==> src/logic/sfrdc_pkg.sv <==
// Constants, register map, opcodes and state encoding of the serial flash read and DMA control.
// Assumes one 50 MHz system clock and an 8-bit register port with registered read data.
//
// Summary of operation
// Writing one to the start bit launches a flash DMA transfer; the bit is never stored.
// Reading the start-bit position returns one while a transfer runs and zero when idle.
// Software must not use text writing or send character codes while flash DMA is in use.
// Software must set graphics mode and the destination canvas in display RAM before a start.
// Configuration bit 7 selects flash interface 0 when clear and interface 1 when set.
// Configuration bit 6 selects text mode when clear and DMA mode when set.
// Configuration bit 5 sends 24 address bits when clear and 32 address bits when set.
// Software must send the enter four byte address command B7h before setting bit 5.
// Command field 000x issues 03h, reads the data-in line and inserts no dummy cycles.
// Command field 010x issues 0Bh, reads the data-in line and inserts 8 dummy cycles.
// Command field 1x0x issues 1Bh, reads the data-in line and inserts 16 dummy cycles.
// Command field xx10 issues 3Bh, inserts 8 dummy cycles and reads both data lines.
// Command field xx11 issues BBh, inserts 4 dummy cycles and reads both data lines.
// Software must pick a read command that the attached flash supports.
// Software should keep the serial clock in mode 0 or mode 3 while flash DMA is used.
// Each read asserts chip select, then sends opcode, address, dummy cycles, then takes data.

package sfrdc_pkg;

  // Register port geometry.
  localparam int ADDR_W = 8;
  localparam int DATA_W = 8;

  // Register offsets and reset values.
  localparam logic [7:0] REG_FLASH_DMA_START_BUSY     = 8'hb6;
  localparam logic [7:0] REG_FLASH_READ_CONFIGURATION = 8'hb7;
  localparam logic [7:0] FLASH_DMA_START_BUSY_RST     = 8'h00;
  localparam logic [7:0] FLASH_READ_CONFIGURATION_RST = 8'h00;
  localparam logic [7:0] READ_UNMAPPED                = 8'h00;

  // Field positions.
  localparam int START_BIT     = 0;
  localparam int IF_SEL_BIT    = 7;
  localparam int DMA_MODE_BIT  = 6;
  localparam int ADDR32_BIT    = 5;
  localparam int CMD_LSB       = 0;
  localparam int CMD_MSB       = 3;
  localparam int CMD_DUAL_BIT  = 1;
  localparam int CMD_DIO_BIT   = 0;
  localparam int CMD_FAST2_BIT = 3;
  localparam int CMD_FAST1_BIT = 2;

  // Read opcodes.
  localparam logic [7:0] OP_READ     = 8'h03;
  localparam logic [7:0] OP_FAST     = 8'h0b;
  localparam logic [7:0] OP_FASTEST  = 8'h1b;
  localparam logic [7:0] OP_DUAL_OUT = 8'h3b;
  localparam logic [7:0] OP_DUAL_IO  = 8'hbb;

  // Dummy serial clocks between address and data.
  localparam logic [5:0] DUMMY_READ     = 6'h00;
  localparam logic [5:0] DUMMY_FAST     = 6'h08;
  localparam logic [5:0] DUMMY_FASTEST  = 6'h10;
  localparam logic [5:0] DUMMY_DUAL_OUT = 6'h08;
  localparam logic [5:0] DUMMY_DUAL_IO  = 6'h04;

  // Serial clocks per field.
  localparam logic [5:0] OPCODE_BITS   = 6'h08;
  localparam logic [5:0] ADDR24_BITS   = 6'h18;
  localparam logic [5:0] ADDR32_BITS   = 6'h20;
  localparam logic [5:0] BYTE_SLOTS_1X = 6'h08;
  localparam logic [5:0] BYTE_SLOTS_2X = 6'h04;

  typedef enum logic [2:0] {
    ST_IDLE  = 3'b000,
    ST_CMD   = 3'b001,
    ST_ADDR  = 3'b010,
    ST_DUMMY = 3'b011,
    ST_DATA  = 3'b100
  } sfrdc_state_t;

endpackage : sfrdc_pkg

==> src/logic/sfrdc_stream_if.sv <==
// Valid and ready byte stream carried between the sequencer and its buffer.
// Assumes both ends sit on the same clock.
`timescale 1ns/10ps

interface sfrdc_stream_if #(
  parameter int W = 8
);
  logic [W-1:0] data;
  logic         valid;
  logic         ready;

  modport producer (output data, output valid, input ready);
  modport consumer (input data, input valid, output ready);
endinterface : sfrdc_stream_if

==> src/logic/sfrdc_top.sv <==
// Serial flash read sequencer with its two control registers and a buffered byte output.
// Assumes a 50 MHz clock, synchronous inputs and a serial clock of half the system clock.
`timescale 1ns/10ps

module sfrdc_top #(
  parameter int CNT_W = 16
) (
  // Clock and reset.
  input  wire logic              clk_sys_in,
  input  wire logic              sys_rst_in,
  // Register port.
  input  wire logic [7:0]        reg_addr_in,
  input  wire logic [7:0]        reg_wdata_in,
  input  wire logic              reg_wr_in,
  input  wire logic              reg_rd_in,
  output logic      [7:0]        reg_rdata_out,
  // Transfer source and text fetch request.
  input  wire logic [31:0]       src_addr_in,
  input  wire logic [CNT_W-1:0]  byte_count_in,
  input  wire logic              text_fetch_req_in,
  // Read data stream.
  output logic      [7:0]        stream_data_out,
  output logic                   stream_valid_out,
  input  wire logic              stream_ready_in,
  // Status.
  output logic                   busy_out,
  output logic                   xfer_done_out,
  // Flash pins.
  output logic                   flash_chip_select_zero_n_out,
  output logic                   flash_chip_select_one_n_out,
  output logic                   flash_sck_out,
  input  wire logic              flash_serial_data_in_in,
  output logic                   flash_serial_data_out_out,
  output logic                   flash_serial_data_out_oe_n_out,
  input  wire logic              flash_serial_data_out_pin_in
);

  sfrdc_pkg::sfrdc_state_t state_reg;

  logic [7:0]       cfg_reg;
  logic [7:0]       rdata_reg;
  logic             busy_reg;
  logic             done_reg;
  logic             cs0_n_reg;
  logic             cs1_n_reg;
  logic             sck_reg;
  logic             phase_reg;
  logic             oe_n_reg;
  logic [31:0]      shift_reg;
  logic [5:0]       cnt_reg;
  logic [CNT_W-1:0] bytes_left_reg;
  logic [7:0]       rx_reg;
  logic [7:0]       byte_data_reg;
  logic             byte_valid_reg;
  logic             dual_reg;
  logic             addr32_reg;
  logic [5:0]       dummy_reg;
  logic [31:0]      addr_reg;

  logic [7:0]       op_sel;
  logic [5:0]       dummy_sel;
  logic             dual_sel;
  logic [7:0]       rx_next;
  logic             start_wr;
  logic             go;
  logic             last_bit;
  logic             stall;
  logic             byte_end;
  logic             xfer_end;

  sfrdc_stream_if #(.W(8)) buf_in_s ();
  sfrdc_stream_if #(.W(8)) buf_out_s ();

  assign buf_in_s.valid  = byte_valid_reg;
  assign buf_in_s.data   = byte_data_reg;
  assign buf_out_s.ready = stream_ready_in;

  sfrdc_two_entry_buf #(
    .W (8)
  ) u_buf (
    .clk_sys_in (clk_sys_in),
    .sys_rst_in (sys_rst_in),
    .in_s       (buf_in_s),
    .out_s      (buf_out_s)
  );

  assign stream_data_out                = buf_out_s.data;
  assign stream_valid_out               = buf_out_s.valid;
  assign reg_rdata_out                  = rdata_reg;
  assign busy_out                       = busy_reg;
  assign xfer_done_out                  = done_reg;
  assign flash_chip_select_zero_n_out   = cs0_n_reg;
  assign flash_chip_select_one_n_out    = cs1_n_reg;
  assign flash_sck_out                  = sck_reg;
  assign flash_serial_data_out_out      = shift_reg[31];
  assign flash_serial_data_out_oe_n_out = oe_n_reg;

  // Read command decode; the dual field wins over the single-wire speed bits.
  always_comb begin
    op_sel    = sfrdc_pkg::OP_READ;
    dummy_sel = sfrdc_pkg::DUMMY_READ;
    dual_sel  = 1'b0;
    if (cfg_reg[sfrdc_pkg::CMD_DUAL_BIT]) begin
      dual_sel = 1'b1;
      if (cfg_reg[sfrdc_pkg::CMD_DIO_BIT]) begin
        op_sel    = sfrdc_pkg::OP_DUAL_IO;
        dummy_sel = sfrdc_pkg::DUMMY_DUAL_IO;
      end else begin
        op_sel    = sfrdc_pkg::OP_DUAL_OUT;
        dummy_sel = sfrdc_pkg::DUMMY_DUAL_OUT;
      end
    end else if (cfg_reg[sfrdc_pkg::CMD_FAST2_BIT]) begin
      op_sel    = sfrdc_pkg::OP_FASTEST;
      dummy_sel = sfrdc_pkg::DUMMY_FASTEST;
    end else if (cfg_reg[sfrdc_pkg::CMD_FAST1_BIT]) begin
      op_sel    = sfrdc_pkg::OP_FAST;
      dummy_sel = sfrdc_pkg::DUMMY_FAST;
    end else begin
      op_sel    = sfrdc_pkg::OP_READ;
      dummy_sel = sfrdc_pkg::DUMMY_READ;
    end
  end

  // Dual reads take the high bit on the data-in line and the low bit on the data-out line.
  always_comb begin
    if (dual_reg) begin
      rx_next = {rx_reg[5:0], flash_serial_data_in_in, flash_serial_data_out_pin_in};
    end else begin
      rx_next = {rx_reg[6:0], flash_serial_data_in_in};
    end
  end

  assign start_wr = reg_wr_in & (reg_addr_in == sfrdc_pkg::REG_FLASH_DMA_START_BUSY)
                    & reg_wdata_in[sfrdc_pkg::START_BIT];
  // A start only counts in DMA mode and a text fetch only in text mode.
  assign go       = ~busy_reg & (byte_count_in != '0)
                    & ((cfg_reg[sfrdc_pkg::DMA_MODE_BIT] & start_wr)
                    | (~cfg_reg[sfrdc_pkg::DMA_MODE_BIT] & text_fetch_req_in));
  assign last_bit = (cnt_reg == 6'h01);
  // The serial clock pauses between bytes while the buffer holds back the last byte.
  assign stall    = (state_reg == sfrdc_pkg::ST_DATA) & byte_valid_reg;
  assign byte_end = (state_reg == sfrdc_pkg::ST_DATA) & phase_reg & last_bit;
  // The frame closes on the last slot of the last byte, whatever the buffer is doing.
  assign xfer_end = byte_end & (bytes_left_reg == {{(CNT_W-1){1'b0}}, 1'b1});

  // Configuration register.
  always_ff @(posedge clk_sys_in) begin
    if (sys_rst_in) begin
      cfg_reg <= sfrdc_pkg::FLASH_READ_CONFIGURATION_RST;
    end else if (reg_wr_in && reg_addr_in == sfrdc_pkg::REG_FLASH_READ_CONFIGURATION) begin
      cfg_reg <= reg_wdata_in;
    end
  end

  // Read data stand for exactly one cycle after the strobe.
  always_ff @(posedge clk_sys_in) begin
    if (sys_rst_in) begin
      rdata_reg <= sfrdc_pkg::READ_UNMAPPED;
    end else if (reg_rd_in) begin
      case (reg_addr_in)
        sfrdc_pkg::REG_FLASH_DMA_START_BUSY: begin
          rdata_reg <= {7'h00, busy_reg};
        end
        sfrdc_pkg::REG_FLASH_READ_CONFIGURATION: begin
          rdata_reg <= cfg_reg;
        end
        default: begin
          rdata_reg <= sfrdc_pkg::READ_UNMAPPED;
        end
      endcase
    end else begin
      rdata_reg <= sfrdc_pkg::READ_UNMAPPED;
    end
  end

  // Busy and done are kept apart so that status follows the frame and not the serial clock.
  always_ff @(posedge clk_sys_in) begin
    if (sys_rst_in) begin
      busy_reg <= 1'b0;
      done_reg <= 1'b0;
    end else begin
      done_reg <= xfer_end;
      if (go) begin
        busy_reg <= 1'b1;
      end else if (xfer_end) begin
        busy_reg <= 1'b0;
      end
    end
  end

  // Chip select opens before the first opcode bit and closes with the last data slot.
  always_ff @(posedge clk_sys_in) begin
    if (sys_rst_in) begin
      cs0_n_reg <= 1'b1;
      cs1_n_reg <= 1'b1;
    end else if (go) begin
      cs0_n_reg <= cfg_reg[sfrdc_pkg::IF_SEL_BIT];
      cs1_n_reg <= ~cfg_reg[sfrdc_pkg::IF_SEL_BIT];
    end else if (xfer_end) begin
      cs0_n_reg <= 1'b1;
      cs1_n_reg <= 1'b1;
    end
  end

  // A finished byte waits here until the buffer takes it; the serial clock stalls meanwhile.
  always_ff @(posedge clk_sys_in) begin
    if (sys_rst_in) begin
      byte_data_reg  <= '0;
      byte_valid_reg <= 1'b0;
    end else if (byte_end) begin
      byte_data_reg  <= rx_next;
      byte_valid_reg <= 1'b1;
    end else if (byte_valid_reg && buf_in_s.ready) begin
      byte_valid_reg <= 1'b0;
    end
  end

  // Serial sequencing: chip select, opcode, address, dummy, data.
  always_ff @(posedge clk_sys_in) begin
    if (sys_rst_in) begin
      state_reg      <= sfrdc_pkg::ST_IDLE;
      sck_reg        <= 1'b0;
      phase_reg      <= 1'b0;
      oe_n_reg       <= 1'b0;
      shift_reg      <= '0;
      cnt_reg        <= '0;
      bytes_left_reg <= '0;
      rx_reg         <= '0;
      dual_reg       <= 1'b0;
      addr32_reg     <= 1'b0;
      dummy_reg      <= '0;
      addr_reg       <= '0;
    end else begin
      if (state_reg == sfrdc_pkg::ST_IDLE) begin
        if (go) begin
          shift_reg      <= {op_sel, 24'h000000};
          cnt_reg        <= sfrdc_pkg::OPCODE_BITS;
          dual_reg       <= dual_sel;
          dummy_reg      <= dummy_sel;
          addr32_reg     <= cfg_reg[sfrdc_pkg::ADDR32_BIT];
          addr_reg       <= src_addr_in;
          bytes_left_reg <= byte_count_in;
          oe_n_reg       <= 1'b0;
          phase_reg      <= 1'b0;
          state_reg      <= sfrdc_pkg::ST_CMD;
        end
      end else if (!phase_reg) begin
        if (!stall) begin
          sck_reg   <= 1'b1;
          phase_reg <= 1'b1;
        end
      end else begin
        sck_reg   <= 1'b0;
        phase_reg <= 1'b0;
        shift_reg <= {shift_reg[30:0], 1'b0};
        cnt_reg   <= cnt_reg - 6'h01;
        if (state_reg == sfrdc_pkg::ST_DATA) begin
          rx_reg <= rx_next;
        end
        if (last_bit) begin
          case (state_reg)
            sfrdc_pkg::ST_CMD: begin
              if (addr32_reg) begin
                shift_reg <= addr_reg;
                cnt_reg   <= sfrdc_pkg::ADDR32_BITS;
              end else begin
                shift_reg <= {addr_reg[23:0], 8'h00};
                cnt_reg   <= sfrdc_pkg::ADDR24_BITS;
              end
              state_reg <= sfrdc_pkg::ST_ADDR;
            end
            sfrdc_pkg::ST_ADDR: begin
              shift_reg <= '0;
              oe_n_reg  <= dual_reg;
              if (dummy_reg == sfrdc_pkg::DUMMY_READ) begin
                cnt_reg   <= sfrdc_pkg::BYTE_SLOTS_1X;
                state_reg <= sfrdc_pkg::ST_DATA;
              end else begin
                cnt_reg   <= dummy_reg;
                state_reg <= sfrdc_pkg::ST_DUMMY;
              end
            end
            sfrdc_pkg::ST_DUMMY: begin
              cnt_reg   <= dual_reg ? sfrdc_pkg::BYTE_SLOTS_2X : sfrdc_pkg::BYTE_SLOTS_1X;
              state_reg <= sfrdc_pkg::ST_DATA;
            end
            sfrdc_pkg::ST_DATA: begin
              bytes_left_reg <= bytes_left_reg - {{(CNT_W-1){1'b0}}, 1'b1};
              cnt_reg        <= dual_reg ? sfrdc_pkg::BYTE_SLOTS_2X : sfrdc_pkg::BYTE_SLOTS_1X;
              if (xfer_end) begin
                oe_n_reg  <= 1'b0;
                state_reg <= sfrdc_pkg::ST_IDLE;
              end
            end
            default: begin
              state_reg <= sfrdc_pkg::ST_IDLE;
            end
          endcase
        end
      end
    end
  end

endmodule : sfrdc_top

==> src/logic/sfrdc_two_entry_buf.sv <==
// Two-entry buffer with valid and ready on both sides; the head entry is the output register.
// Assumes a synchronous active-high reset and a single clock.
`timescale 1ns/10ps

module sfrdc_two_entry_buf #(
  parameter int W = 8
) (
  // Clock and reset.
  input  wire logic      clk_sys_in,
  input  wire logic      sys_rst_in,
  // Filling and draining sides.
  sfrdc_stream_if.consumer in_s,
  sfrdc_stream_if.producer out_s
);

  logic [W-1:0] head_reg;
  logic [W-1:0] tail_reg;
  logic         head_valid_reg;
  logic         tail_valid_reg;
  logic         push;
  logic         pop;

  // Ready depends only on a flop, so the producer never sees a combinational path.
  assign in_s.ready  = ~tail_valid_reg;
  assign out_s.valid = head_valid_reg;
  assign out_s.data  = head_reg;
  assign push        = in_s.valid & ~tail_valid_reg;
  assign pop         = head_valid_reg & out_s.ready;

  always_ff @(posedge clk_sys_in) begin
    if (sys_rst_in) begin
      head_reg       <= '0;
      tail_reg       <= '0;
      head_valid_reg <= 1'b0;
      tail_valid_reg <= 1'b0;
    end else if (pop) begin
      if (tail_valid_reg) begin
        head_reg       <= tail_reg;
        tail_valid_reg <= 1'b0;
      end else if (push) begin
        head_reg <= in_s.data;
      end else begin
        head_valid_reg <= 1'b0;
      end
    end else if (push) begin
      if (head_valid_reg) begin
        tail_reg       <= in_s.data;
        tail_valid_reg <= 1'b1;
      end else begin
        head_reg       <= in_s.data;
        head_valid_reg <= 1'b1;
      end
    end
  end

endmodule : sfrdc_two_entry_buf

==> config.mk <==
export PLATFORM = sky130hd
export DESIGN_NAME = sfrdc_top
export DESIGN_NICKNAME = d
export VERILOG_FILES = /design/src/logic/sfrdc_pkg.sv /design/src/logic/sfrdc_stream_if.sv /design/src/logic/sfrdc_top.sv /design/src/logic/sfrdc_two_entry_buf.sv
export SDC_FILE = /design/constraint.sdc
export NUM_CORES = 1
export LEC_CHECK = 0
export CORE_ASPECT_RATIO = 2
export CORE_UTILIZATION = 56
export CTS_BUF_LIST = sky130_fd_sc_hd__clkbuf_2 sky130_fd_sc_hd__clkbuf_4 sky130_fd_sc_hd__clkbuf_8
export CTS_CLUSTER_DIAMETER = 40
export DETAILED_ROUTE_END_ITERATION = 7
export DONT_BUFFER_PORTS = 1
export GPL_TIMING_DRIVEN = 0
export PLACE_DENSITY_LB_ADDON = 0.15
export SYNTH_ARGS = -nofsm -noshare
export SYNTH_HDL_FRONTEND = slang
export SYNTH_SLANG_ARGS = --single-unit
export TNS_END_PERCENT = 100
==> constraint.sdc <==
create_clock -name clk_sys_in -period 3.7 [get_ports clk_sys_in]
set_clock_uncertainty 0.1 [all_clocks]
set_input_delay 1.11 -clock clk_sys_in [delete_from_list [all_inputs] [get_ports clk_sys_in]]
set_output_delay 1.11 -clock clk_sys_in [all_outputs]
set_load 0.01 [all_outputs]
# After elaboration in Yosys (flattened, before gate mapping)
# Index checks and enable logic that the tools add are counted.
dict set report classes {
  bitwise 20
  reduce_logical 27
  n_eq_ne 14
  add_sub_neg 2
  muxes 63
}
# operator n
set op_table {}
lappend op_table {{$mux W32} 5}
lappend op_table {{$mux W16} 5}
lappend op_table {{$mux W8} 8}
lappend op_table {{$pmux W32 S2} 1}
lappend op_table {{$mux W6} 7}
lappend op_table {{$mux W1} 21}
lappend op_table {{$mux W3} 6}
lappend op_table {{$pmux W6 S3} 1}
lappend op_table {{$eq A16 B1 Y1 const B} 1}
lappend op_table {{$eq A8 B8 Y1 const B} 2}
lappend op_table {{$mux W4} 4}
lappend op_table {{$pmux W8 S2} 1}
lappend op_table {{$reduce_bool A16 Y1} 1}
lappend op_table {{$sub A16 B1 Y16 const B} 1}
lappend op_table {{$reduce_bool A2 Y1} 7}
lappend op_table {{$and A1 B1 Y1} 12}
lappend op_table {{$pmux W3 S4} 1}
lappend op_table {{$reduce_and A3 Y1} 4}
lappend op_table {{$mux W5} 2}
lappend op_table {{$ne A2 B2 Y1 const B} 5}
lappend op_table {{$reduce_and A2 Y1} 4}
lappend op_table {{$reduce_and A4 Y1} 2}
lappend op_table {{$not A1 Y1} 7}
lappend op_table {{$eq A3 B2 Y1 const B} 2}
lappend op_table {{other kinds (13)} 16}
dict set report word_totals {
  reg_bits 154
  output_inout_bits 24
}

# Longest topological paths before layout
# Gate-level depths: netlist of run 1.
dict set report logic_depth {
  depth_word 9
  depth_mapped 10
}

# By module
# A second synthesis of run 1 with hierarchy kept.
dict set report unflattened {
  hier_cells 789
  hier_area_um2 7023.0
}
# mod cells_each instances area_each_um2
set by_module_without_submodules {}
lappend by_module_without_submodules {sfrdc_top 713 1 6274.8}
lappend by_module_without_submodules {sfrdc_two_entry_buf 76 1 748.2}

# Worst setup path after synthesis of run 1
# No wires, ideal clock.
dict set report synth_timing {
  path_type {in2reg}
  startpoint {input reg_addr_in[6]}
  endpoint {register oe_n_reg (netlist: flash_serial_data_out_oe_n_out)}
  setup_ns 0.072
  arrival_ns 2.902
  slack_ns 0.626
  path_stages 7
  path_cell_list {nand4b_1 -> o41a_1 -> or3_1 -> clkbuf_1 -> clkbuf_1 -> a211oi_1 -> mux2i_1}
}
dict set report synth_via {
  elab_chain_cells 8
}
# element line
set synth_lines {}
lappend synth_lines {{from (decl)} sfrdc_top.sv:12} ;# input wire logic [7:0] reg_addr_in,
lappend synth_lines {{$eq A8 B8 Y1} sfrdc_top.sv:133} ;# assign start_wr = reg_wr_in & (reg_addr_in == sfrdc_pkg::REG_FLASH_DMA_START_BUSY)
lappend synth_lines {{$and A1 B1 Y1} sfrdc_top.sv:133}
lappend synth_lines {{$and A1 B1 Y1} sfrdc_top.sv:134} ;# & reg_wdata_in[sfrdc_pkg::START_BIT];
lappend synth_lines {{$and A1 B1 Y1} sfrdc_top.sv:137} ;# & ((cfg_reg[sfrdc_pkg::DMA_MODE_BIT] & start_wr)
lappend synth_lines {{$or A1 B1 Y1} sfrdc_top.sv:138} ;# | (~cfg_reg[sfrdc_pkg::DMA_MODE_BIT] & text_fetch_req_in));
lappend synth_lines {{$and A1 B1 Y1} sfrdc_top.sv:137}
lappend synth_lines {{$ne A2 B2 Y1 (no source line)} -}
lappend synth_lines {{$reduce_and A5 Y1 (no source line)} -}
lappend synth_lines {{to (signal assigned)} sfrdc_top.sv:274} ;# oe_n_reg <= dual_reg;
lappend synth_lines {{to (decl)} sfrdc_top.sv:48} ;# logic oe_n_reg;
# Every way passes these cells.
# A chain may end at the register's enable or synchronous reset.

# Worst setup path after layout of run 1
dict set report layout_timing {
  startpoint {input byte_count_in[3]}
  endpoint {register addr_reg[25]}
}
dict set report layout_via {
  elab_chain_cells 4
}
# element line
set layout_lines {}
lappend layout_lines {{from (decl)} sfrdc_top.sv:19} ;# input wire logic [CNT_W-1:0] byte_count_in,
lappend layout_lines {{$reduce_bool A16 Y1} sfrdc_top.sv:136} ;# assign go = ~busy_reg & (byte_count_in != '0)
lappend layout_lines {{$and A1 B1 Y1} sfrdc_top.sv:136}
lappend layout_lines {{$and A1 B1 Y1} sfrdc_top.sv:137}
lappend layout_lines {{$reduce_and A2 Y1 (no source line)} -}
lappend layout_lines {{to (signal assigned)} sfrdc_top.sv:241} ;# addr_reg <= src_addr_in;
lappend layout_lines {{to (decl)} sfrdc_top.sv:58} ;# logic [31:0] addr_reg;
# Every way passes these cells.

==> summary.txt, run 1 <==
GRT
  – Initial antenna violation count: 0
  – Met1 GRT Util: 0.328
  – Met3 usage: 0.0599
  – Pin count of the biggest net entering global routing: 17
  – Most utilized layer in the global route result: met2
  – Grt total ovfl: 0
  – First-pass GRT wire length: 34100 um
  – Met2 Track Usage GR: 0.638
  – GRT Util Overall: 0.348
  – Vias in the first global route: 6677

Min path
  – Hold depth: 2
  – Min-Delay Path Class: reg2reg
  – Hold_sp: addr_reg[29]

Timing
  – Final Hold Fails: 0
  – Max-slew violation count: 0
  – Fin crit period: 3520 ps
  – Worst Tran Pin Value: 1020 ps
  – Fin crit share: 0.951
  – RSZ-0062 raised after global routing: false
  – Worst hold slack: 363 ps
  – Final setup viols: 0
  – Worst rel slew slack: 0.315
  – Fmax: 284 MHz
  – Fin Setup TNS: 0 ps

Synth
  – Post-Syn Area: 7130 um2
  – Sequential fraction of the synthesis area: 0.424
  – Register bit total from synthesis: 151
  – Post-synth EDFFs: 0
  – Synthesized area per cell: 8.14 um2
  – Synthesized Nets: 952
  – Top cells by area, synth: dfxtp_1, mux2i_1, a21oi_1
  – Async set or reset register ratio after synthesis: 0
  – Mapped Cells: 876
  – Top-area cell type share of the netlist area: 0.424
  – Yosys warnings: 0
  – Netlist cell types: 57
  – Post-synth top flop: dfxtp_1
  – Largest area contributor in the netlist: dfxtp_1

Cells and area
  – Diodes inserted: 0
  – Proportion of layout cells with a drive suffix above 1: 0.0529
  – Most frequent cells in the layout: dfxtp_1, a21oi_1, nand2_1
  – Final Util: 0.618
  – Nets: 971
  – Fillers: 1169
  – Area Growth Syn to Fin: 8.30%
  – Layout Cells excl Fill: 1058
  – Most common cell after layout, fill and taps aside: dfxtp_1

Critical path
  – Crit Path Category: in2reg
  – CP arrival: 3820 ps
  – Reg2Reg Launch Point: bytes_left_reg[0]
  – Family with the most delay on the worst path: simple AND/OR/NAND/NOR gates
  – Reg2reg path depth: 7
  – Critical Path Start Type: input port
  – Flop-to-flop setup slack: 470 ps
  – CP bufs+invs: 3
  – WP depth: 8
  – CP max stage cell: nor4_1
  – Crit path from: byte_count_in[3]
  – CP required: 4010 ps
  – Worst-path fanout max: 10
  – Crit end category: flip-flop
  – Worst-path cell chain: nor4_1, and4_1, or3_1, clkbuf_1, clkbuf_1, buf_1, nand2_1, a21oi_1
  – Top cell by count, worst path: clkbuf_1
  – Max stage delay on crit path: 650 ps

Drt
  – TritonRoute pass-1 iters: 6
  – Drt drc: 0
  – Initial DRC Count: 501
  – Final ANT Viol Nets: 0
  – Vias per cell: 6.34
  – Total number of vias: 6709
  – Drt wl/cell: 21.1 um
  – Final wirelength: 22300 um

Clock network
  – Post-CTS Hold Fix Bufs: 0
  – Clock transition at the registers of the reported paths: 100 ps
  – Clock Path Buffers: 2
  – CTS-repair resized insts: 0
  – Number of clock sinks: 151
  – # H-tree levels: 4
  – Root Buffer: clkbuf_8
  – Setup Buffers After CTS: 0
  – Num CTS Buffers: 17
  – Clk_lat worst skew: 470 ps
  – TritonCTS clock tree: built

Pwr
  – Switching pwr: 1.24 mW
  – Sequential fraction of design power: 0.476
  – Comb power frac: 0.170
  – Total internal power: 2.47 mW
  – Max IR drop VDD: 0.324 mV
  – Switching Share: 0.334
  – Clock Power Share: 0.353
  – Total power: 3.71 mW
  – PwrDens: 481 nW/um2
  – Pleak: 2.56 nW

Placement
  – Half-perimeter wire length after placement: 16900 um
  – Routability congestion estimate: 0.943
  – IO Port Bufs: 0
  – Placed cell count: 1026

Die
  – Die width: 81.8 um
  – DIE HEIGHT: 162 um
  – FP Rows: 58
  – Initial Utilization: 0.571
  – Ports: 96
  – Die area: 13200 um2
  – Area of the core: 12500 um2

Run status
  – Status: complete, no violations

Job
  – Number of max-cap violations: 0
==> power groups by stage <==
stage	combinational [mW]	clock (mW)	sequential, mW
6_report	0.633	1.31	1.77
4_1_cts	0.622	1.31	1.77
3_3_place_gp	0.612	0	1.80
3_5_place_dp	0.619	0	1.80
5_1_grt	0.687	1.38	1.78
2_1_floorplan	0.448	0	1.78
==> worst paths after layout <==
path                                      endpoint
worst max-delay path                  addr_reg[25]
worst min-delay path                  addr_reg[29]
worst max register to register  bytes_left_reg[14]
worst min register to register        addr_reg[29]
==> synthesized netlist by cell type (all sizes together), types with 4 or more instances <==
cell type,n
or4,4
o21ai,31
a21oi,104
nor3b,4
a22o,8
dfxtp,151
nand3,35
nand2,102
a31oi,6
clkbuf,59
and3b,4
o32ai,13
ha,4
and2,26
nor3,43
mux2i,61
buf,9
a22oi,4
o31ai,6
a211oi,22
nand4,12
inv,20
or3,8
nor2,78
nor4,12
==> cell type report <==
type / instances / area (um2) / share of cell area
buffer: 68 / 270 / 0.0350
inverter: 21 / 78.8 / 0.0102
sequential: 151 / 3020 / 0.392
clock buffer: 18 / 248 / 0.0321
clock inverter: 14 / 156 / 0.0203
tap: 150 / 188 / 0.0243
multi-input combinational: 636 / 3750 / 0.486
==> worst min-delay path, cell delays in order (launching register included) <==
cell and delay, ps:
dfxtp_1 320, nand2_1 50, a21oi_1 50
==> layer usage <==
layer,up-vias,part of all wire
met5,-,0
met4,0,0.070
met3,92,0.054
met2,284,0.54
met1,3155,0.34
li1,3178,-
==> logic make-up after synthesis <==
kind of cell	Yosys count	synth area share
AO/OA/AOI/OAI	215	0.186
XOR/XNOR	5	0.00615
adder cells (fa/ha/maj)	5	0.00843
buffers and inverters	89	0.0490
flip-flops	151	0.424
multiplexers	62	0.0873
AND/OR/NAND/NOR	349	0.239
==> through the flow <==
stage	setup WS, ps	instance area (um2)
floorplan	626	7130
global placement	-158	7310
detailed placement	-182	7310
CTS	276	7720
global route	58.0	7720
finish	182	7720
No activity file was read; power rests on OpenSTA's default activity.
==> run 2, diff against run 1 <==
--- a/config.mk
+++ b/config.mk
@@ -5,6 +5,8 @@
 export SDC_FILE = /design/constraint.sdc
 export NUM_CORES = 1
 export LEC_CHECK = 0
+export ABC_AREA = 1
+export CAP_MARGIN = 30
 export CORE_ASPECT_RATIO = 2
 export CORE_UTILIZATION = 56
 export CTS_BUF_LIST = sky130_fd_sc_hd__clkbuf_2 sky130_fd_sc_hd__clkbuf_4 sky130_fd_sc_hd__clkbuf_8
==> run 2 against run 1 <==
Clock power about the same. Cell count up 14%. Design area down 0.41%. Clock-buffer cell count up 1. Synthesized cell count up 17%. Maximum frequency up 36%. Routed wire length down 10%. Die area down 0.33%. Critical path type unchanged. Highest routed layer unchanged.
==> summary.txt, run 2 <==
Run status
  – Status: complete, no violations

Pwr
  – Pleak: 2.99 nW (+17%)
  – PwrDens: 686 nW/um2 (+43%)
  – Total power: 5.28 mW (+42%)
  – Max IR drop VDD: 0.437 mV (+35%)

Critical path
  – Crit end category: flip-flop
  – CP arrival: 2800 ps (-1020 ps)
  – Worst-path cell chain: clkbuf_1, inv_1, clkbuf_1, clkbuf_1, o21ai_0
  – Family with the most delay on the worst path: buffers and inverters
  – Max stage delay on crit path: 620 ps (-30 ps)
  – CP bufs+invs: 4 (+1)
  – Top cell by count, worst path: clkbuf_1
  – CP max stage cell: clkbuf_1
  – Crit Path Category: in2reg
  – Worst-path fanout max: 10 (unchanged)
  – CP required: 3900 ps (-110 ps)
  – Critical Path Start Type: input port

Synth
  – Post-Syn Area: 7100 um2 (-0.33%)
  – Mapped Cells: 1028 (+17%)
  – Top-area cell type share of the netlist area: 0.426 (+0.00142)
  – Synthesized area per cell: 6.91 um2 (-15%)
  – Post-synth EDFFs: 0 (unchanged)
  – Yosys warnings: 0 (unchanged)
  – Sequential fraction of the synthesis area: 0.426 (+0.00142)
  – Synthesized Nets: 1104 (+16%)
  – Commonest cells post-synth: nand2_1, nor2_1, dfxtp_1
  – Async set or reset register ratio after synthesis: 0 (unchanged)
  – Register bit total from synthesis: 151 (unchanged)
  – Top-count cell post-synth: nand2_1
  – Largest area contributor in the netlist: dfxtp_1
  – Post-synth top flop: dfxtp_1
  – Netlist cell types: 41 (-28%)
  – Top cells by area, synth: dfxtp_1, nand2_1, a21oi_1

Cells and area
  – Proportion of layout cells with a drive suffix above 1: 0.0811 (+0.0283)
  – Area of the multi-input gates: 3440 um2 (-8.4%)
  – Diodes inserted: 0 (unchanged)
  – Most common cell after layout, fill and taps aside: nand2_1
  – Area Growth Syn to Fin: 8.23% (about the same)
  – Nets: 1123 (+16%)
  – Final Cell Area: 7690 um2 (-0.41%)
  – Fillers: 1176 (+0.60%)
  – Storage element area: 3020 um2 (unchanged)
  – Most frequent cells in the layout: nand2_1, nor2_1, dfxtp_1

Timing
  – Fin Setup TNS: 0 ps (unchanged)
  – Final setup viols: 0 (unchanged)
  – Fmax: 386 MHz (+36%)
  – Final Hold Fails: 0 (unchanged)
  – Final WS setup: 1110 ps (+927 ps)
  – Fin crit share: 0.700 (-0.250)
  – Worst hold slack: 359 ps (-4.96 ps)
  – Worst Tran Pin Value: 725 ps (-294 ps)
  – Worst rel slew slack: 0.516 (+0.202)
  – Max-slew violation count: 0 (unchanged)
  – Fin crit period: 2590 ps (-927 ps)
  – RSZ-0062 raised after global routing: false

Drt
  – Drt wl/cell: 16.6 um (-21%)
  – Initial DRC Count: 420 (-16%)
  – Drt drc: 0 (unchanged)
  – Final ANT Viol Nets: 0 (unchanged)
  – Total number of vias: 6813 (+1.6%)
  – TritonRoute pass-1 iters: 5 (-1)
  – Vias per cell: 5.64 (-11%)
  – Final wirelength: 20000 um (-10%)

Die
  – Area of the core: 12300 um2 (-1.7%)
  – Initial Utilization: 0.579 (+0.00808)
  – Ports: 96 (unchanged)
  – Die width: 81.6 um (-0.17%)
  – DIE HEIGHT: 161 um (-0.17%)
  – FP Rows: 57 (-1.7%)
  – Die area: 13200 um2 (-0.33%)

Placement
  – Routability congestion estimate: 0.897 (-5.0%)
  – Pre-CTS setup slack: 676 ps (+858 ps)
  – IO Port Bufs: 0 (unchanged)
  – Half-perimeter wire length after placement: 15000 um (-11%)
  – Cell Area, Placed: 7290 um2 (-0.38%)

Clock network
  – Clock Path Buffers: 2 (unchanged)
  – Clk_lat worst skew: 460 ps (about the same)
  – Setup Buffers After CTS: 0 (unchanged)
  – # H-tree levels: 4 (unchanged)
  – CTS-repair resized insts: 0 (unchanged)
  – TritonCTS clock tree: built
  – Clock transition at the registers of the reported paths: 90 ps (about the same)
  – Post-CTS Hold Fix Bufs: 0 (unchanged)
  – Num CTS Buffers: 17 (unchanged)
  – Root Buffer: clkbuf_8
  – Number of clock sinks: 151 (unchanged)

GRT
  – Vias in the first global route: 6405 (-4.1%)
  – First-pass GRT wire length: 30900 um (-9.4%)
  – Grt total ovfl: 0 (unchanged)
  – Initial antenna violation count: 0 (unchanged)
  – GRT Util Overall: 0.314 (-0.0348)
  – Pin count of the biggest net entering global routing: 17 (unchanged)

Min path
  – Min-Delay Path Class: reg2reg

Job
  – Number of max-cap violations: 0 (unchanged)
==> run 2: worst paths after layout <==
check	end	cells after the start	start	slack, ps
setup reg to reg	addr_reg[23]	8	state_reg[0]	1490
hold / removal	reg_rdata_out[4]	2	cfg_reg[4]	360
setup / recovery	flash_chip_select_one_n_out	5	sys_rst_in	1110
hold reg to reg	reg_rdata_out[4]	2	cfg_reg[4]	360
==> run 2: tightest hold or removal path: cells and delay by family, from the launching register on <==
| kind | cells | cell delay, ps |
|---|---|---|
| flops | 1 | 310 |
| buf+inv | 1 | 60 |
| simple gates | 1 | 50 |
==> run 2: logic make-up after synthesis <==
group                      synth area share
muxes                               0.00846
DFF                                   0.426
xor gates and xnor gates            0.00863
AOI/OAI and AO/OA                     0.211
buffers and inverters                0.0902
adders and majority gates           0.00705
and+or+nand+nor                       0.249
==> run 2: final cells by class <==
| class | count | share of cell area |
|---|---|---|
| Buffer | 55 | 0.0342 |
| Clock buffer | 19 | 0.0332 |
| Clock inverter | 13 | 0.0189 |
| Inverter | 100 | 0.0492 |
| Multi-Input combinational cell | 722 | 0.447 |
| Sequential cell | 151 | 0.393 |
| Tap cell | 147 | 0.0239 |
==> run 2: per-stage QoR <==
| stage | std cells | util |
|---|---|---|
| 6_report | 1207 | 0.627 |
| 3_3_place_gp | 1175 | 0.594 |
| 2_1_floorplan | 1028 | - |
| 3_5_place_dp | 1175 | 0.594 |
| 4_1_cts | 1207 | 0.627 |
| 5_1_grt | 1207 | 0.627 |
==> run 2: where the power goes <==
part	leakage, nW	switching, mW	internal, mW
combinational	1.57	1.36	0.617
clock	0.197	0.668	0.632
sequential	1.23	0.162	1.83
==> run 2: routing by layer <==
metal / track usage / share of wire / wire (um)
met1: 0.322 / 0.37 / 7370
met2: 0.573 / 0.54 / 10800
met3: 0.0610 / 0.050 / 1010
met4: 0.163 / 0.042 / 846
met5: 0 / 0 / 0
==> run 3, diff against run 2 <==
==> constraint.sdc (replaced) <==
create_clock -name clk_sys_in -period 2.25 [get_ports clk_sys_in]
set_clock_uncertainty 0.1 [all_clocks]
set_input_delay 0.675 -clock clk_sys_in [delete_from_list [all_inputs] [get_ports clk_sys_in]]
set_output_delay 0.675 -clock clk_sys_in [all_outputs]
set_load 0.01 [all_outputs]
==> run 3 against run 2 <==
Worst setup slack got worse by 1000 ps. Routed wire length decreased by 0.22%. First-iteration DRC count increased by 4.8%. Combinational power increased by 65%. Sequential share of layout area decreased by 0.064 points. Total power increased by 65%. Clock power increased by 64%. Critical path depth unchanged. Register-to-register slack got worse by 1400 ps. Worst hold slack got worse by 79 ps. Design area increased by 0.16%. Largest power group unchanged. Highest routed layer unchanged.
==> summary.txt, run 3 (synthesis gave the netlist of run 2 again) <==
Timing
  – Fin crit period: 2150 ps
  – RSZ-0062 raised after global routing: false
  – Final Hold Fails: 0 (unchanged)
  – Fmax: 465 MHz
  – Final setup viols: 0 (unchanged)
  – Fin crit share: 0.957
  – Worst Tran Pin Value: 734 ps (+8.98 ps)
  – Final WS setup: 97.2 ps (-1010 ps)
  – Worst rel slew slack: 0.510 (-0.00599)
  – Max-slew violation count: 0 (unchanged)

Clock network
  – TritonCTS clock tree: built
  – Setup Buffers After CTS: 0 (unchanged)
  – # H-tree levels: 4 (unchanged)
  – Clk_lat worst skew: 450 ps (about the same)
  – Clock Path Buffers: 2 (unchanged)
  – Post-CTS Hold Fix Bufs: 0 (unchanged)
  – Clock transition at the registers of the reported paths: 80 ps (about the same)
  – Num CTS Buffers: 17 (unchanged)
  – Root Buffer: clkbuf_8
  – Number of clock sinks: 151 (unchanged)

Critical path
  – Max stage delay on crit path: 620 ps (about the same)
  – Worst-path fanout max: 10 (unchanged)
  – Top cell by count, worst path: clkbuf_1
  – CP arrival: 2360 ps (-440 ps)
  – Critical Path Start Type: input port
  – Crit end category: flip-flop
  – Crit Path Category: in2reg
  – CP required: 2450 ps (-1450 ps)
  – CP max stage cell: clkbuf_1
  – Worst-path cell chain: clkbuf_1, inv_1, clkbuf_1, clkbuf_1, o21ai_0

Pwr
  – PwrDens: 1130 nW/um2 (+64%)
  – Pleak: 2.99 nW (about the same)
  – Max IR drop VDD: 0.722 mV (+65%)

Drt
  – Total number of vias: 6801 (-0.18%)
  – Initial DRC Count: 440 (+4.8%)
  – Final wirelength: 20000 um (-0.22%)
  – Drt wl/cell: 16.5 um (-0.22%)
  – Vias per cell: 5.63 (-0.18%)
  – TritonRoute pass-1 iters: 5 (unchanged)
  – Top sig layer: met4
  – Metal2 WL: 10800 um (about the same)
  – Drt drc: 0 (unchanged)
  – DRT met1 WL: 7330 um (-0.52%)
  – Routed met3 length: 1010 um (+0.30%)
  – Final ANT Viol Nets: 0 (unchanged)

Cells and area
  – Diodes inserted: 0 (unchanged)
  – Most frequent cells in the layout: nand2_1, nor2_1, dfxtp_1
  – Proportion of layout cells with a drive suffix above 1: 0.0821 (+0.000943)
  – Nets: 1123 (unchanged)
  – Most common cell after layout, fill and taps aside: nand2_1
  – Area of the multi-input gates: 3450 um2 (+0.25%)
  – Storage element area: 3020 um2 (unchanged)
  – Area Growth Syn to Fin: 8.40%
  – Fillers: 1177 (+0.085%)
  – Layout Cells excl Fill: 1207 (unchanged)

Die
  – FP Rows: 57 (unchanged)
  – Initial Utilization: 0.579 (unchanged)
  – Area of the core: 12300 um2 (unchanged)
  – DIE HEIGHT: 161 um (unchanged)
  – Ports: 96 (unchanged)
  – Die width: 81.6 um (unchanged)
  – Die area: 13200 um2 (unchanged)

GRT
  – GRT Util Overall: 0.314 (unchanged)
  – Vias in the first global route: 6405 (unchanged)
  – Initial antenna violation count: 0 (unchanged)
  – First-pass GRT wire length: 30900 um (unchanged)
  – Pin count of the biggest net entering global routing: 17 (unchanged)
  – Grt total ovfl: 0 (unchanged)

Placement
  – Half-perimeter wire length after placement: 15000 um (unchanged)
  – Routability congestion estimate: 0.897 (unchanged)
  – IO Port Bufs: 0 (unchanged)
  – Placed cell count: 1175 (unchanged)
  – Pre-CTS setup slack: -339 ps (-1020 ps)

Job
  – Number of max-cap violations: 0 (unchanged)

Min path
  – Min-Delay Path Class: in2reg

Run status
  – Status: complete, no violations
[run 3: cell types whose count changed in the layout (fill, tap and decap cells not counted), sizes merged]
cell    before  now
buf         27   26
clkbuf      47   48
[run 3: layout make-up]
cell class / count / area share
tap: 147 / 0.0239
clock inverter: 13 / 0.0188
clock buffer: 19 / 0.0331
inverter: 100 / 0.0491
sequential: 151 / 0.393
multi-input combinational: 722 / 0.448
buffer: 55 / 0.0346
[run 3: worst paths after layout]
kind              slack [ps]                          end  cells past startpoint         start
setup / recovery         100  flash_chip_select_one_n_out                      5    sys_rst_in
hold / removal           280                   cfg_reg[0]                      2     reg_wr_in
setup reg to reg         140                shift_reg[27]                      8  state_reg[0]
hold reg to reg          360             reg_rdata_out[4]                      2    cfg_reg[4]
[run 3: power by group]
part	internal, mW	switching [mW]	leakage, nW	total [mW]
Clock	1.04	1.09	0.197	2.13
Sequential	3.02	0.267	1.23	3.28
Combinational	1.02	2.25	1.57	3.27
[run 3: critical path: cells and delay by family]
family	cells	cell delay [ps]
buf+inv	4	1490
compound gates	1	170
[run 3: timing repair]
action	in CTS	in global routing
setup endpoints to repair	0	2
hold endpoints to repair	0	0
gates resized for setup	0	4
[run 3: layer usage]
metal | vias up | global-route usage
li1 | 3402 | -
met1 | 3125 | 0.322
met2 | 218 | 0.573
met3 | 56 | 0.0610
met4 | 0 | 0.163
met5 | - | 0
[run 3: through the flow]
step / setup TNS, ps / power, mW / hold WS [ps] / instance area [um2] / utilization
2_1_floorplan: 0 / 5.68 / 324 / 7100 / -
3_3_place_gp: -11700 / 6.49 / 334 / 7290 / 0.594
3_5_place_dp: -10740 / 6.53 / 340 / 7290 / 0.594
4_1_cts: 0 / 8.62 / 272 / 7690 / 0.627
5_1_grt: 0 / 9.20 / 272 / 7700 / 0.628
6_report: 0 / 8.69 / 280 / 7700 / 0.628
